### src/comm_sfr_cfg.svh
// register indices, field positions, reset values and counts for the comm sfr bank
// assumes byte address = 4 * index on a 32-bit bus, data in the low byte
`ifndef COMM_SFR_CFG_SVH
`define COMM_SFR_CFG_SVH

// register indices
`define IDX_SERIAL_MODE 8'h84
`define IDX_CH0_CONTROL 8'h92
`define IDX_CH1_CONTROL 8'h93
`define IDX_BAUD 8'h94
`define IDX_MATCH_0 8'h95
`define IDX_MATCH_1 8'ha5
`define IDX_IRQ_EN_PRI 8'ha8
`define IDX_MATCH_2 8'hb5
`define IDX_CH0_DEST_LO 8'hc2
`define IDX_CH0_DEST_HI 8'hc3
`define IDX_BACKOFF 8'hc4
`define IDX_MATCH_3 8'hc5
`define IDX_IRQ_EN_SEC 8'hc8
`define IDX_CH1_DEST_LO 8'hd2
`define IDX_CH1_DEST_HI 8'hd3
`define IDX_MASK_0 8'hd5
`define IDX_CH0_COUNT_LO 8'he2
`define IDX_CH0_COUNT_HI 8'he3
`define IDX_MASK_1 8'he5
`define IDX_CH1_COUNT_LO 8'hf2
`define IDX_CH1_COUNT_HI 8'hf3
// step between channel 0 and channel 1 registers
`define CH_STEP_DATA 8'h10
`define CH_STEP_CTL 8'h01

// field positions
`define BIT_GLOBAL_IRQ_GATE 7
`define BIT_DONE 1

// reset values
`define RST_BYTE 8'h00
`define RST_WORD 16'h0000

// preamble lengths in bits for the two preamble bits
`define PRE_LEN_0 7'h00
`define PRE_LEN_1 7'h08
`define PRE_LEN_2 7'h20
`define PRE_LEN_3 7'h40

// bus answers
`define RESP_OKAY 2'b00
`define RESP_SLVERR 2'b10

`endif

### src/comm_sfr_pkg.sv
// types shared by the comm sfr bank: mode layouts, decoded serial setup, states
// assumes comm_sfr_cfg.svh carries the numbers
package comm_sfr_pkg;

  typedef struct packed {
    logic ext_tx_clock_sel;
    logic backoff_mode_hi;
    logic backoff_mode_lo;
    logic addr_length_sel;
    logic crc_type_sel;
    logic preamble_len_hi;
    logic preamble_len_lo;
    logic protocol_sel;
  } serial_mode_t;

  typedef struct packed {
    logic dest_space_sel;
    logic dest_auto_inc;
    logic src_space_sel;
    logic src_auto_inc;
    logic demand_sel;
    logic transfer_mode_sel;
    logic done;
    logic enable;
  } channel_control_t;

  typedef enum logic [1:0] {
    MODE_ALT_CYCLES = 2'b00,
    MODE_BURST = 2'b01,
    MODE_SERIAL_DEMAND = 2'b10,
    MODE_EXT_DEMAND = 2'b11
  } dma_mode_t;

  typedef enum logic [1:0] {
    BK_IDLE = 2'b00,
    BK_WAIT_IFS = 2'b01,
    BK_COUNT = 2'b11
  } backoff_state_t;

  typedef struct packed {
    logic sdlc;
    logic [6:0] preamble_bits;
    logic crc32;
    logic addr16;
    logic raw_rx;
    logic raw_tx;
    logic alt_backoff;
    logic ext_tx_clk;
    logic preamble_illegal;
  } serial_cfg_t;

endpackage : comm_sfr_pkg

### src/comm_dma_serial_sfr_bank.sv
// register bank for the serial channel and the two dma channels, on an axi4-lite slave
// assumes one clock; pins ext_tx_clk_i, ext_dreq_i and rx_pin_i are asynchronous
// Notes on behaviour
// - byte mode: any of four match registers accepts
// - two-byte mode: pairs 1+2 or 3+2 accept
// - all-ones address is broadcast, both modes
// - mask bit one makes match bit don't-care
// - baud writes reload register; reads live count
// - 16-bit transfer count per channel, 0..65535
// - 16-bit destination address per channel
// - backoff timer counts slots; writes ignored
// - control bits 7:6 select destination space
// - control bits 5:4 select source space
// - demand and transfer bits select channel mode
// - enable bit starts or enables the channel
// - done sets at zero count, clears on vector
// - protocol bit: one sdlc, zero csma/cd
// - preamble 0/8/32/64; zero illegal in csma
// - crc bit: one 32-bit, zero 16-bit
// - address bit: one two-byte, zero byte
// - raw receive passes all bytes incl crc
// - raw transmit echoes receive input unframed
// - alternate backoff waits for interframe spacing end
// - transmit clock from pin or baud generator
// - global gate and per-source enable bits
// - secondary bits 1,0 enable rx error/valid
//
// Chosen here: the AXI4-Lite register port.
`timescale 1ns/1ps
`include "comm_sfr_cfg.svh"
`default_nettype none

module comm_dma_serial_sfr_bank #(
  parameter int ADDR_W = 10
) (
  // clock and reset
  input wire logic mclk_i,
  input wire logic reset_n_i,
  // axi4-lite slave
  input wire logic [ADDR_W-1:0] s_axi_awaddr,
  input wire logic s_axi_awvalid,
  output logic s_axi_awready,
  input wire logic [31:0] s_axi_wdata,
  input wire logic [3:0] s_axi_wstrb,
  input wire logic s_axi_wvalid,
  output logic s_axi_wready,
  output logic [1:0] s_axi_bresp,
  output logic s_axi_bvalid,
  input wire logic s_axi_bready,
  input wire logic [ADDR_W-1:0] s_axi_araddr,
  input wire logic s_axi_arvalid,
  output logic s_axi_arready,
  output logic [31:0] s_axi_rdata,
  output logic [1:0] s_axi_rresp,
  output logic s_axi_rvalid,
  input wire logic s_axi_rready,
  // station address check
  input wire logic rx_addr_valid_i,
  input wire logic [15:0] rx_addr_i,
  output logic addr_check_done_o,
  output logic addr_accept_o,
  // serial channel setup and data path
  output comm_sfr_pkg::serial_cfg_t serial_cfg_o,
  input wire logic ext_tx_clk_i,
  output logic tx_bit_tick_o,
  input wire logic rx_pin_i,
  input wire logic tx_serial_i,
  output logic tx_pin_o,
  // collision backoff
  input wire logic backoff_start_i,
  input wire logic [7:0] backoff_seed_i,
  input wire logic slot_tick_i,
  input wire logic ifs_done_i,
  output logic backoff_busy_o,
  // dma channels
  input wire logic [1:0] serial_flag_i,
  input wire logic [1:0] ext_dreq_i,
  input wire logic [1:0] xfer_ack_i,
  input wire logic [1:0] irq_vector_ack_i,
  output logic [1:0] dma_req_o,
  output comm_sfr_pkg::dma_mode_t [1:0] dma_mode_o,
  output comm_sfr_pkg::channel_control_t [1:0] dma_ctl_o,
  output logic [1:0][15:0] dma_dest_o,
  output logic [1:0][15:0] dma_count_o,
  // interrupt sources and gated requests
  input wire logic [4:0] irq_src_pri_i,
  input wire logic [3:0] irq_src_serial_i,
  output logic [10:0] irq_req_o
);

  // index hit on a byte address
  function automatic logic idx_hit(input logic [ADDR_W-1:0] a, input logic [7:0] idx);
    idx_hit = (a[9:2] == idx) && (a[1:0] == 2'b00);
  endfunction : idx_hit

  // masked byte compare; a one in the mask is a don't-care
  function automatic logic byte_match(input logic [7:0] a, input logic [7:0] r,
                                      input logic [7:0] m);
    byte_match = (((a ^ r) & ~m) == 8'h00);
  endfunction : byte_match

  // register state
  comm_sfr_pkg::serial_mode_t mode_q;
  comm_sfr_pkg::channel_control_t ctl_q [2];
  logic [7:0] match_q [4];
  logic [7:0] mask_q [2];
  logic [7:0] irq_en_pri_q;
  logic [7:0] irq_en_sec_q;
  logic [7:0] baud_reload_q;
  logic [7:0] baud_cnt_q;
  logic [7:0] backoff_q;
  logic [15:0] count_q [2];
  logic [15:0] dest_q [2];
  comm_sfr_pkg::backoff_state_t bk_state_q;

  // write channel capture
  logic aw_have_q;
  logic w_have_q;
  logic [ADDR_W-1:0] waddr_q;
  logic [7:0] wdata_q;
  logic wlane_q;
  logic do_write;
  logic wr_mapped;

  assign s_axi_awready = !aw_have_q && !s_axi_bvalid;
  assign s_axi_wready = !w_have_q && !s_axi_bvalid;
  assign do_write = aw_have_q && w_have_q && !s_axi_bvalid;

  // address and data are taken in either order, response after both
  always_ff @(posedge mclk_i or negedge reset_n_i)
  begin
    if (!reset_n_i)
    begin
      aw_have_q <= 1'b0;
      w_have_q <= 1'b0;
      waddr_q <= '0;
      wdata_q <= `RST_BYTE;
      wlane_q <= 1'b0;
      s_axi_bvalid <= 1'b0;
      s_axi_bresp <= `RESP_OKAY;
    end
    else
    begin
      if (s_axi_awvalid && s_axi_awready)
      begin
        aw_have_q <= 1'b1;
        waddr_q <= s_axi_awaddr;
      end
      if (s_axi_wvalid && s_axi_wready)
      begin
        w_have_q <= 1'b1;
        wdata_q <= s_axi_wdata[7:0];
        wlane_q <= s_axi_wstrb[0];
      end
      if (do_write)
      begin
        aw_have_q <= 1'b0;
        w_have_q <= 1'b0;
        s_axi_bvalid <= 1'b1;
        s_axi_bresp <= wr_mapped ? `RESP_OKAY : `RESP_SLVERR;
      end
      else if (s_axi_bvalid && s_axi_bready)
        s_axi_bvalid <= 1'b0;
    end
  end

  // byte lane 0 must be strobed for a register to change
  function automatic logic wr_to(input logic [7:0] idx);
    wr_to = do_write && wlane_q && idx_hit(waddr_q, idx);
  endfunction : wr_to

  // read decode, also used to tell mapped from unmapped writes
  function automatic logic [8:0] read_mux(input logic [ADDR_W-1:0] a);
    read_mux = {1'b1, `RST_BYTE};
    if (a[1:0] != 2'b00)
      read_mux = 9'h000;
    else
    begin
      case (a[9:2])
        `IDX_SERIAL_MODE: read_mux[7:0] = mode_q;
        `IDX_CH0_CONTROL: read_mux[7:0] = ctl_q[0];
        `IDX_CH1_CONTROL: read_mux[7:0] = ctl_q[1];
        `IDX_BAUD: read_mux[7:0] = baud_cnt_q;
        `IDX_MATCH_0: read_mux[7:0] = match_q[0];
        `IDX_MATCH_1: read_mux[7:0] = match_q[1];
        `IDX_IRQ_EN_PRI: read_mux[7:0] = irq_en_pri_q;
        `IDX_MATCH_2: read_mux[7:0] = match_q[2];
        `IDX_CH0_DEST_LO: read_mux[7:0] = dest_q[0][7:0];
        `IDX_CH0_DEST_HI: read_mux[7:0] = dest_q[0][15:8];
        `IDX_BACKOFF: read_mux[7:0] = backoff_q;
        `IDX_MATCH_3: read_mux[7:0] = match_q[3];
        `IDX_IRQ_EN_SEC: read_mux[7:0] = irq_en_sec_q;
        `IDX_CH1_DEST_LO: read_mux[7:0] = dest_q[1][7:0];
        `IDX_CH1_DEST_HI: read_mux[7:0] = dest_q[1][15:8];
        `IDX_MASK_0: read_mux[7:0] = mask_q[0];
        `IDX_CH0_COUNT_LO: read_mux[7:0] = count_q[0][7:0];
        `IDX_CH0_COUNT_HI: read_mux[7:0] = count_q[0][15:8];
        `IDX_MASK_1: read_mux[7:0] = mask_q[1];
        `IDX_CH1_COUNT_LO: read_mux[7:0] = count_q[1][7:0];
        `IDX_CH1_COUNT_HI: read_mux[7:0] = count_q[1][15:8];
        default: read_mux = 9'h000;
      endcase
    end
  endfunction : read_mux

  // decode through variables, a function result cannot be sliced
  logic [8:0] wr_dec;
  logic [8:0] rd_dec;
  always_comb
  begin
    wr_dec = read_mux(waddr_q);
    rd_dec = read_mux(s_axi_araddr);
  end
  assign wr_mapped = wr_dec[8];
  assign s_axi_arready = !s_axi_rvalid;

  // read answer one cycle after the address is taken; unmapped gives slverr and zero
  always_ff @(posedge mclk_i or negedge reset_n_i)
  begin
    if (!reset_n_i)
    begin
      s_axi_rvalid <= 1'b0;
      s_axi_rdata <= 32'h0000_0000;
      s_axi_rresp <= `RESP_OKAY;
    end
    else if (s_axi_arvalid && s_axi_arready)
    begin
      s_axi_rvalid <= 1'b1;
      s_axi_rdata <= {24'h000000, rd_dec[7:0]};
      s_axi_rresp <= rd_dec[8] ? `RESP_OKAY : `RESP_SLVERR;
    end
    else if (s_axi_rready)
      s_axi_rvalid <= 1'b0;
  end

  // plain configuration registers
  always_ff @(posedge mclk_i or negedge reset_n_i)
  begin
    if (!reset_n_i)
    begin
      mode_q <= `RST_BYTE;
      irq_en_pri_q <= `RST_BYTE;
      irq_en_sec_q <= `RST_BYTE;
      baud_reload_q <= `RST_BYTE;
      match_q <= '{default: `RST_BYTE};
      mask_q <= '{default: `RST_BYTE};
    end
    else
    begin
      if (wr_to(`IDX_SERIAL_MODE)) mode_q <= wdata_q;
      if (wr_to(`IDX_IRQ_EN_PRI)) irq_en_pri_q <= wdata_q;
      if (wr_to(`IDX_IRQ_EN_SEC)) irq_en_sec_q <= wdata_q;
      if (wr_to(`IDX_BAUD)) baud_reload_q <= wdata_q;
      if (wr_to(`IDX_MATCH_0)) match_q[0] <= wdata_q;
      if (wr_to(`IDX_MATCH_1)) match_q[1] <= wdata_q;
      if (wr_to(`IDX_MATCH_2)) match_q[2] <= wdata_q;
      if (wr_to(`IDX_MATCH_3)) match_q[3] <= wdata_q;
      if (wr_to(`IDX_MASK_0)) mask_q[0] <= wdata_q;
      if (wr_to(`IDX_MASK_1)) mask_q[1] <= wdata_q;
    end
  end

  // baud timer counts down every clock and reloads on reaching zero
  logic baud_zero;
  assign baud_zero = (baud_cnt_q == 8'h00);
  always_ff @(posedge mclk_i or negedge reset_n_i)
  begin
    if (!reset_n_i)
      baud_cnt_q <= `RST_BYTE;
    else if (baud_zero)
      baud_cnt_q <= baud_reload_q;
    else
      baud_cnt_q <= baud_cnt_q - 8'h01;
  end

  // decoded serial setup, from flops so the outputs are clean
  always_ff @(posedge mclk_i or negedge reset_n_i)
  begin
    if (!reset_n_i)
      serial_cfg_o <= '0;
    else
    begin
      serial_cfg_o.sdlc <= mode_q.protocol_sel;
      case ({mode_q.preamble_len_hi, mode_q.preamble_len_lo})
        2'b00: serial_cfg_o.preamble_bits <= `PRE_LEN_0;
        2'b01: serial_cfg_o.preamble_bits <= `PRE_LEN_1;
        2'b10: serial_cfg_o.preamble_bits <= `PRE_LEN_2;
        default: serial_cfg_o.preamble_bits <= `PRE_LEN_3;
      endcase
      serial_cfg_o.preamble_illegal <= !mode_q.protocol_sel && !mode_q.preamble_len_hi
                                       && !mode_q.preamble_len_lo;
      serial_cfg_o.crc32 <= mode_q.crc_type_sel;
      serial_cfg_o.addr16 <= mode_q.addr_length_sel;
      serial_cfg_o.raw_rx <= mode_q.backoff_mode_hi && !mode_q.backoff_mode_lo;
      serial_cfg_o.raw_tx <= !mode_q.backoff_mode_hi && mode_q.backoff_mode_lo;
      serial_cfg_o.alt_backoff <= mode_q.backoff_mode_hi && mode_q.backoff_mode_lo;
      serial_cfg_o.ext_tx_clk <= mode_q.ext_tx_clock_sel;
    end
  end

  // two-flop synchronisers for the asynchronous pins, plus an edge stage for the clock
  logic [4:0] pin_s1_q;
  logic [4:0] pin_s2_q;
  logic ext_clk_s3_q;
  always_ff @(posedge mclk_i or negedge reset_n_i)
  begin
    if (!reset_n_i)
    begin
      pin_s1_q <= 5'h00;
      pin_s2_q <= 5'h00;
      ext_clk_s3_q <= 1'b0;
    end
    else
    begin
      pin_s1_q <= {ext_dreq_i, rx_pin_i, ext_tx_clk_i, 1'b0};
      pin_s2_q <= pin_s1_q;
      ext_clk_s3_q <= pin_s2_q[1];
    end
  end

  // transmit bit tick and raw-transmit echo; raw echo adds two clocks of sync delay
  always_ff @(posedge mclk_i or negedge reset_n_i)
  begin
    if (!reset_n_i)
    begin
      tx_bit_tick_o <= 1'b0;
      tx_pin_o <= 1'b1;
    end
    else
    begin
      tx_bit_tick_o <= mode_q.ext_tx_clock_sel ? (pin_s2_q[1] && !ext_clk_s3_q)
                                                : baud_zero;
      tx_pin_o <= serial_cfg_o.raw_tx ? pin_s2_q[2] : tx_serial_i;
    end
  end

  // station address check, answered one clock after the strobe
  logic hit8;
  logic hit16;
  logic bcast;
  assign hit8 = byte_match(rx_addr_i[7:0], match_q[0], mask_q[0])
             || byte_match(rx_addr_i[7:0], match_q[1], mask_q[0])
             || byte_match(rx_addr_i[7:0], match_q[2], mask_q[0])
             || byte_match(rx_addr_i[7:0], match_q[3], mask_q[0]);
  assign hit16 = byte_match(rx_addr_i[15:8], match_q[2], mask_q[1])
              && (byte_match(rx_addr_i[7:0], match_q[1], mask_q[0])
              || byte_match(rx_addr_i[7:0], match_q[3], mask_q[0]));
  assign bcast = mode_q.addr_length_sel ? (rx_addr_i == 16'hffff)
                                        : (rx_addr_i[7:0] == 8'hff);
  always_ff @(posedge mclk_i or negedge reset_n_i)
  begin
    if (!reset_n_i)
    begin
      addr_check_done_o <= 1'b0;
      addr_accept_o <= 1'b0;
    end
    else
    begin
      addr_check_done_o <= rx_addr_valid_i;
      if (rx_addr_valid_i)
        addr_accept_o <= bcast || (mode_q.addr_length_sel ? hit16 : hit8);
    end
  end

  // collision backoff: alternate mode holds the start until spacing is over
  assign backoff_busy_o = (bk_state_q != comm_sfr_pkg::BK_IDLE);
  always_ff @(posedge mclk_i or negedge reset_n_i)
  begin
    if (!reset_n_i)
    begin
      bk_state_q <= comm_sfr_pkg::BK_IDLE;
      backoff_q <= `RST_BYTE;
    end
    else
    begin
      case (bk_state_q)
        comm_sfr_pkg::BK_IDLE:
          if (backoff_start_i)
          begin
            backoff_q <= backoff_seed_i;
            bk_state_q <= serial_cfg_o.alt_backoff ? comm_sfr_pkg::BK_WAIT_IFS
                                                   : comm_sfr_pkg::BK_COUNT;
          end
        comm_sfr_pkg::BK_WAIT_IFS:
          if (ifs_done_i)
            bk_state_q <= comm_sfr_pkg::BK_COUNT;
        comm_sfr_pkg::BK_COUNT:
          if (backoff_q == 8'h00)
            bk_state_q <= comm_sfr_pkg::BK_IDLE;
          else if (slot_tick_i)
            backoff_q <= backoff_q - 8'h01;
        default: bk_state_q <= comm_sfr_pkg::BK_IDLE;
      endcase
    end
  end

  // dma channels; a software data write wins over a transfer step in the same cycle
  for (genvar ch = 0; ch < 2; ch++)
  begin : g_ch
    localparam logic [7:0] DOFF = (ch == 0) ? 8'h00 : `CH_STEP_DATA;
    localparam logic [7:0] COFF = (ch == 0) ? 8'h00 : `CH_STEP_CTL;
    logic trigger;
    logic done_set;
    logic done_clr;
    logic started_q;
    comm_sfr_pkg::dma_mode_t mode;

    assign mode = comm_sfr_pkg::dma_mode_t'({ctl_q[ch].demand_sel,
                                             ctl_q[ch].transfer_mode_sel});
    always_comb
    begin
      case (mode)
        comm_sfr_pkg::MODE_SERIAL_DEMAND: trigger = serial_flag_i[ch];
        comm_sfr_pkg::MODE_EXT_DEMAND: trigger = pin_s2_q[3+ch];
        default: trigger = 1'b1;
      endcase
    end
    assign dma_req_o[ch] = ctl_q[ch].enable && trigger && (count_q[ch] != 16'h0000);
    assign dma_mode_o[ch] = mode;
    assign dma_ctl_o[ch] = ctl_q[ch];
    assign dma_dest_o[ch] = dest_q[ch];
    assign dma_count_o[ch] = count_q[ch];
    // done sets on the last byte, or when enabled with nothing to move
    assign done_set = (xfer_ack_i[ch] && count_q[ch] == 16'h0001)
                   || (ctl_q[ch].enable && !started_q && count_q[ch] == 16'h0000);
    // a process, not an assign, so the write strobes read inside wr_to are followed
    always_comb
    begin
      done_clr = irq_vector_ack_i[ch]
              || (wr_to(`IDX_CH0_CONTROL + COFF) && !wdata_q[`BIT_DONE]);
    end

    always_ff @(posedge mclk_i or negedge reset_n_i)
    begin
      if (!reset_n_i)
      begin
        ctl_q[ch] <= `RST_BYTE;
        started_q <= 1'b0;
      end
      else
      begin
        started_q <= ctl_q[ch].enable;
        if (wr_to(`IDX_CH0_CONTROL + COFF))
          ctl_q[ch] <= wdata_q;
        if (done_set)
          ctl_q[ch].done <= 1'b1;
        else if (done_clr)
          ctl_q[ch].done <= 1'b0;
      end
    end

    always_ff @(posedge mclk_i or negedge reset_n_i)
    begin
      if (!reset_n_i)
      begin
        count_q[ch] <= `RST_WORD;
        dest_q[ch] <= `RST_WORD;
      end
      else
      begin
        if (xfer_ack_i[ch] && count_q[ch] != 16'h0000)
          count_q[ch] <= count_q[ch] - 16'h0001;
        if (xfer_ack_i[ch] && ctl_q[ch].dest_auto_inc)
          dest_q[ch] <= dest_q[ch] + 16'h0001;
        if (wr_to(`IDX_CH0_COUNT_LO + DOFF)) count_q[ch][7:0] <= wdata_q;
        if (wr_to(`IDX_CH0_COUNT_HI + DOFF)) count_q[ch][15:8] <= wdata_q;
        if (wr_to(`IDX_CH0_DEST_LO + DOFF)) dest_q[ch][7:0] <= wdata_q;
        if (wr_to(`IDX_CH0_DEST_HI + DOFF)) dest_q[ch][15:8] <= wdata_q;
      end
    end
  end

  // interrupt gating; order {serial tx err, dma1, tx valid, dma0, rx err, rx valid, pri[4:0]}
  logic [5:0] sec_src;
  assign sec_src = {irq_src_serial_i[3], ctl_q[1].done, irq_src_serial_i[2], ctl_q[0].done,
                    irq_src_serial_i[1], irq_src_serial_i[0]};
  always_ff @(posedge mclk_i or negedge reset_n_i)
  begin
    if (!reset_n_i)
      irq_req_o <= 11'h000;
    else if (!irq_en_pri_q[`BIT_GLOBAL_IRQ_GATE])
      irq_req_o <= 11'h000;
    else
      irq_req_o <= {sec_src & irq_en_sec_q[5:0], irq_src_pri_i & irq_en_pri_q[4:0]};
  end

  // checks
  property p_byte_accept;
    @(posedge mclk_i) disable iff (!reset_n_i)
    rx_addr_valid_i && !mode_q.addr_length_sel && hit8 |=> addr_accept_o;
  endproperty
  a_byte_accept: assert property (p_byte_accept) else $error("byte match refused");
  property p_pair_accept;
    @(posedge mclk_i) disable iff (!reset_n_i)
    rx_addr_valid_i && mode_q.addr_length_sel && !hit16 && rx_addr_i != 16'hffff
      |=> !addr_accept_o;
  endproperty
  a_pair_accept: assert property (p_pair_accept) else $error("bad pair accepted");
  property p_bcast;
    @(posedge mclk_i) disable iff (!reset_n_i)
    rx_addr_valid_i && rx_addr_i == 16'hffff |=> addr_check_done_o && addr_accept_o;
  endproperty
  a_bcast: assert property (p_bcast) else $error("broadcast refused");
  property p_baud_reload;
    @(posedge mclk_i) disable iff (!reset_n_i)
    baud_cnt_q == 8'h00 |=> baud_cnt_q == $past(baud_reload_q);
  endproperty
  a_baud_reload: assert property (p_baud_reload) else $error("baud not reloaded");
  property p_backoff_no_write;
    @(posedge mclk_i) disable iff (!reset_n_i)
    bk_state_q != comm_sfr_pkg::BK_IDLE ##1 bk_state_q != comm_sfr_pkg::BK_IDLE
      |-> backoff_q <= $past(backoff_q);
  endproperty
  a_backoff_no_write: assert property (p_backoff_no_write) else $error("backoff rose");
  property p_req_needs_enable;
    @(posedge mclk_i) disable iff (!reset_n_i)
    dma_req_o[0] |-> ctl_q[0].enable && count_q[0] != 16'h0000;
  endproperty
  a_req_needs_enable: assert property (p_req_needs_enable) else $error("req off");
  property p_done_sets;
    @(posedge mclk_i) disable iff (!reset_n_i)
    xfer_ack_i[0] && count_q[0] == 16'h0001 && !wr_to(`IDX_CH0_COUNT_LO)
      |=> count_q[0] == 16'h0000 && ctl_q[0].done;
  endproperty
  a_done_sets: assert property (p_done_sets) else $error("done not set");
  property p_alt_wait;
    @(posedge mclk_i) disable iff (!reset_n_i)
    bk_state_q == comm_sfr_pkg::BK_WAIT_IFS && !ifs_done_i |=> bk_state_q != comm_sfr_pkg::BK_COUNT;
  endproperty
  a_alt_wait: assert property (p_alt_wait) else $error("backoff before spacing");
  property p_global_gate;
    @(posedge mclk_i) disable iff (!reset_n_i)
    !irq_en_pri_q[`BIT_GLOBAL_IRQ_GATE] |=> irq_req_o == 11'h000;
  endproperty
  a_global_gate: assert property (p_global_gate) else $error("gate leaked");

endmodule : comm_dma_serial_sfr_bank

`default_nettype wire

### config.mk
export PLATFORM = sky130hd
export DESIGN_NAME = comm_dma_serial_sfr_bank
export DESIGN_NICKNAME = d
export VERILOG_FILES = /design/src/comm_sfr_pkg.sv /design/src/comm_dma_serial_sfr_bank.sv
export VERILOG_INCLUDE_DIRS = /design/src
export SDC_FILE = /design/constraint.sdc
export NUM_CORES = 1
export LEC_CHECK = 0
export ABC_AREA = 1
export BUFFER_PORTS_ARGS = -buffer_cell sky130_fd_sc_hd__buf_2
export CAP_MARGIN = 20
export CORE_ASPECT_RATIO = 2
export CORE_MARGIN = 3
export CORE_UTILIZATION = 37
export CTS_CLUSTER_SIZE = 10
export DETAILED_ROUTE_END_ITERATION = 6
export PLACE_DENSITY = 0.6
export SYNTH_ARGS = -nofsm -noshare
export SYNTH_HDL_FRONTEND = slang
export SYNTH_SLANG_ARGS = --single-unit
### constraint.sdc
create_clock -name mclk_i -period 2.2 [get_ports mclk_i]
set_input_delay 0.22 -clock mclk_i [delete_from_list [all_inputs] [get_ports mclk_i]]
set_output_delay 0.22 -clock mclk_i [all_outputs]
set_load 0.1 [all_outputs]
After elaboration in Yosys (flattened, before gate mapping)
Cells that the tools add are included.

Input bits: 111. Word-level logic and storage cells: 334. Output and inout bits: 158. Register bits: 254.

Reduce and logical (&&, ||, !) cells: 130. Eq/ne operators: 59. Mux-type cells: 52. Bitwise logic cells: 14. $add $sub $neg: 6.

Operators with widths (count): $eq A8 B8 Y1 const B (43); $pmux W8 S21 (2); $mux W8 (12); $logic_and A1 B1 Y1 (72); $mux W16 (4); $logic_not A8 Y1 (7); $reduce_or A21 Y1 (2); $and A8 B8 Y8 (5); $xor A8 B8 Y8 (5); $add A16 B1 Y16 const B (2); $eq A16 B1 Y1 const B (2); $logic_not A16 Y1 (2); $reduce_bool A16 Y1 (2); $reduce_bool A2 Y1 (16); $sub A16 B1 Y16 const B (2); $pmux W7 S3 (1); $mux W1 (18); $mux W9 (2); $eq A16 B16 Y1 const B (1); $mux W2 (8); $not A8 Y8 (2); $pmux W8 S2 (1); $sub A8 B1 Y8 const B (2); $logic_not A1 Y1 (13); 13 further kinds (35).

Depth between registers and ports, before layout
Depth after elaboration: 8. Mapped depth: 13. Mapped depth without buffers: 12.

Least setup slack after synthesis
OpenSTA, ideal clock, no wires.

Path type: reg2out. Start point: reg count_q (netlist bit dma_count_o[16]). End point: out dma_req_o[1]. Data required time: 1.980 ns. Slack: -1.766 ns. Arrival: 3.746 ns. Buffers on the path: 0. Stages on the path, launching flop included: 8. Path through: dfrtp_1 inv_1 ha_1 nand2_1 nor2_1 nand2_1 inv_1 nor3_1.

Word-level cells in the longest chain between the ends: 2.

RTL lines: start, declared (line comm_dma_serial_sfr_bank.sv:112) `logic [15:0] count_q [2];`; start signal, assigned by index (line comm_dma_serial_sfr_bank.sv:456) `` count_q[ch] <= `RST_WORD; ``; start signal, assigned by index (line comm_dma_serial_sfr_bank.sv:462) `count_q[ch] <= count_q[ch] - 16'h0001;`; start signal, assigned by index (line comm_dma_serial_sfr_bank.sv:465) `` if (wr_to(`IDX_CH0_COUNT_LO + DOFF)) count_q[ch][7:0] <= wdata_q; ``; $reduce_bool A16 Y1 (line comm_dma_serial_sfr_bank.sv:418) `assign dma_req_o[ch] = ctl_q[ch].enable && trigger && (count_q[ch] != 16'h0000);`; $logic_and A1 B1 Y1 (line comm_dma_serial_sfr_bank.sv:418); end, declared (line comm_dma_serial_sfr_bank.sv:80) `output logic [1:0] dma_req_o,`.

No other way between the ends.

Worst setup path after layout
Start point: reg count_q (netlist bit dma_count_o[2]). End point: out dma_req_o[0].

Same word-level chain as after synthesis.

==> metrics.txt <==
DR DRC count=0; PnR worst setup slack=between 0.08 and 0.09 ns; nets@finish=~2400; Pins Over Slew Limit=0; Setup-failing EPs final=0; largest net degree at the start of global routing=just under 80; crit path kind=reg2out; Post-Layout Inst Area=18000 um2; DRT iter0 DRCs=approximately 1100; share of post-route cells with drive strength above 1=19.2%; Fin. Hold Viols=0; LEAKAGE=slightly above 9 nW; crit path launch type=register; PD cells=approximately 1200 nW/um2; Total GRT Usage=a little over a quarter; CTS max path bufs=3; post-synth top area share=~43%; clock sink count=248; Die H=285 um; most frequent cells in the layout=595 x nand2_1, 232 x nor2_1, 229 x nand3_1; WL/cell=about 21 um; Placement Setup Slack=0.166 ns; Total Power=0.0222 W; worst clock skew=around 0.016 ns; Die X=146 um; RSZ-0062 raised after global routing=no; fmax=about 470 MHz; Critical Path Fanout Max=6; via count=between 10000 and 15000; hpwl dp=around 45000 um; vias per std cell=between 5 and 6; fin crit share=between 90 and 100%; top_reg_cell synth=dfrtp_1; Arrival @ worst endpoint=between 1.5 and 2 ns; setup_tns=0 ns; Synth Register Bits=~250; GRT overflow=0; most common cell after layout, fill and taps aside=nand2_1; Mapped Cells=between 1500 and 2000; post-synthesis sequential area ratio=between 40% and 50%; Mapped Area=between 10000 and 15000 um2; fill count=about 4000; die area=a little over 40000 um2; Yosys top cell by area=dfrtp_1; starting density of the core=37.8%; Port Buffers=211; max cap viols=0; class of the worst hold path=in2reg; routability congestion estimate from global placement=a little under 1; initial antenna violation count=4; Ports=269; area grow syn2layout=24.5%; crit end category=output port; Placeable Area=38200 um2; WL final=roughly 58000 um; FP Rows=101; first-pass GRT wire length=87500 um; Root Buffer=clkbuf_16; CTS tree=built; peak supply drop=approximately 0.0010 V; remaining antenna violation count=0; worst-margin pin slew=about 0.73 ns; Post-synth EDFFs=0; CP required=between 1.5 and 2 ns; worst-skew pair later-pin latency=0.57 ns; DP Area=16500 um2; H-tree levels=1; Yosys cell types=49; clock-pin slew of the registers on the worst-case setup and hold paths=~0.070 ns; First-pass DRT Iterations=6; Hold WS=around 0.023 ns; yosys warns=0; outcome=finished clean; Tmin final=between 2 and 2.5 ns; Async SR Flop Fraction=100%; top post-synthesis cells by area=dfrtp_1 43%, nand2_1 16%, nand3_1 8.0%; vias in the first global route=~15000; total CTS buffers=29; Rel. slew slack=51.4%; Avg Synthesized Cell Area=7.29 um2
-- where the power goes --
part           internal [W]  total (W)  switching (W)
registers           0.00545    0.00682        0.00137
logic               0.00278     0.0110        0.00819
clock network       0.00248    0.00441        0.00193
total                0.0107     0.0222         0.0115
-- what timing repair did --
action                                 in CTS  in global routing
pin swaps                                   2                  3
hold buffers                               48                  0
gates resized for setup                    11                 17
setup endpoints to repair                   2                 12
endpoints found under the hold margin     114                  0
buffers inserted                            4                  2
-- cells in the mapped netlist, types with 8 or more instances --
master    count
o22ai_1       9
ha_1         12
nand3_1     231
inv_1       164
buf_4        35
o211ai_1     15
o21ai_0     109
xnor2_1      24
dfrtp_1     247
nand4_1      19
o21ai_2       8
a21oi_1      37
buf_2        30
nor3_1       15
nand2_1     598
clkbuf_1     19
nand2_2       9
o21ai_1      27
xor2_1       31
o221ai_1     11
nor2_1      248
nand3b_1      8
-- per-layer routing --
metal | part of all wire (%) | GRT usage, % | vias to the layer above
met5 | 0 | 0 | -
met4 | 9.9 | 22.7 | 0
met3 | 5.6 | 3.21 | 229
met2 | 51 | 49.6 | 657
met1 | 34 | 28.1 | 6964
li1 | - | - | 6967
-- worst max-delay path, stage by stage (launching register included) --
cell and delay (ns):
dfrtp_2 0.51, nor2_4 0.14, nand3_1 0.14, nor2_2 0.14
nand2_2 0.09, nand2_4 0.09, nor2_4 0.04, buf_12 0.16
-- sequential cells by signal, indices dropped and copies added (netlist names), 10 cells and up --
signal        count
dma_dest_o       32
match_q          32
serial_cfg_o     11
waddr_q          10
dma_count_o      32
irq_req_o        11
mask_q           16
dma_ctl_o        16
-- cell type report --
type	count	area, um2	area share [%]
diodes	3	7.51	0.0418
clock buffers	45	806	4.49
clock inverters	2	16.3	0.0906
inverters	173	656	3.65
multi-input cells	1494	7220	40.2
flip-flops and latches	248	6250	34.8
well taps	515	644	3.59
repair buffers	341	2350	13.1
-- worst paths after layout --
kind | start | endpoint | slack [ns] | cells past startpoint
max in group asynchronous | reset_n_i | tx_pin_o$_DFF_PN1_ | 1.18 | 3
min in group asynchronous | reset_n_i | pin_s1_q[3]$_DFF_PN0_ | 0.24 | 2
worst max-delay path | dma_count_o[2]$_DFFE_PN0P_ | dma_req_o[0] | 0.08 | 7
worst min register to register | pin_s1_q[2]$_DFF_PN0_ | pin_s2_q[2]$_DFF_PN0_ | 0.35 | 0
worst max register to register | s_axi_bvalid$_DFFE_PN0P_ | dma_ctl_o[4]$_DFFE_PN0N_ | 0.18 | 9
worst min-delay path | xfer_ack_i[0] | dma_ctl_o[1]$_DFFE_PN0P_ | 0.02 | 3
-- through the flow --
step / std cells / util [%]
5_1_grt: 2819 / 47.0
4_1_cts: 2816 / 46.8
2_1_floorplan: 2006 / -
6_report: 2821 / 47.0
3_3_place_gp: 2717 / 43.2
3_5_place_dp: 2717 / 43.2
-- kinds of logic after synthesis --
| family | synth area share (%) |
|---|---|
| DFF | 43.1 |
| muxes | 0.451 |
| and+or+nand+nor | 34.7 |
| xor gates and xnor gates | 3.34 |
| adders and majority gates | 1.04 |
| AOI/OAI and AO/OA | 8.93 |
| buffers and inverters | 8.49 |
| other | 0.0260 |
Note: power is estimated with default switching activity, not from simulation.
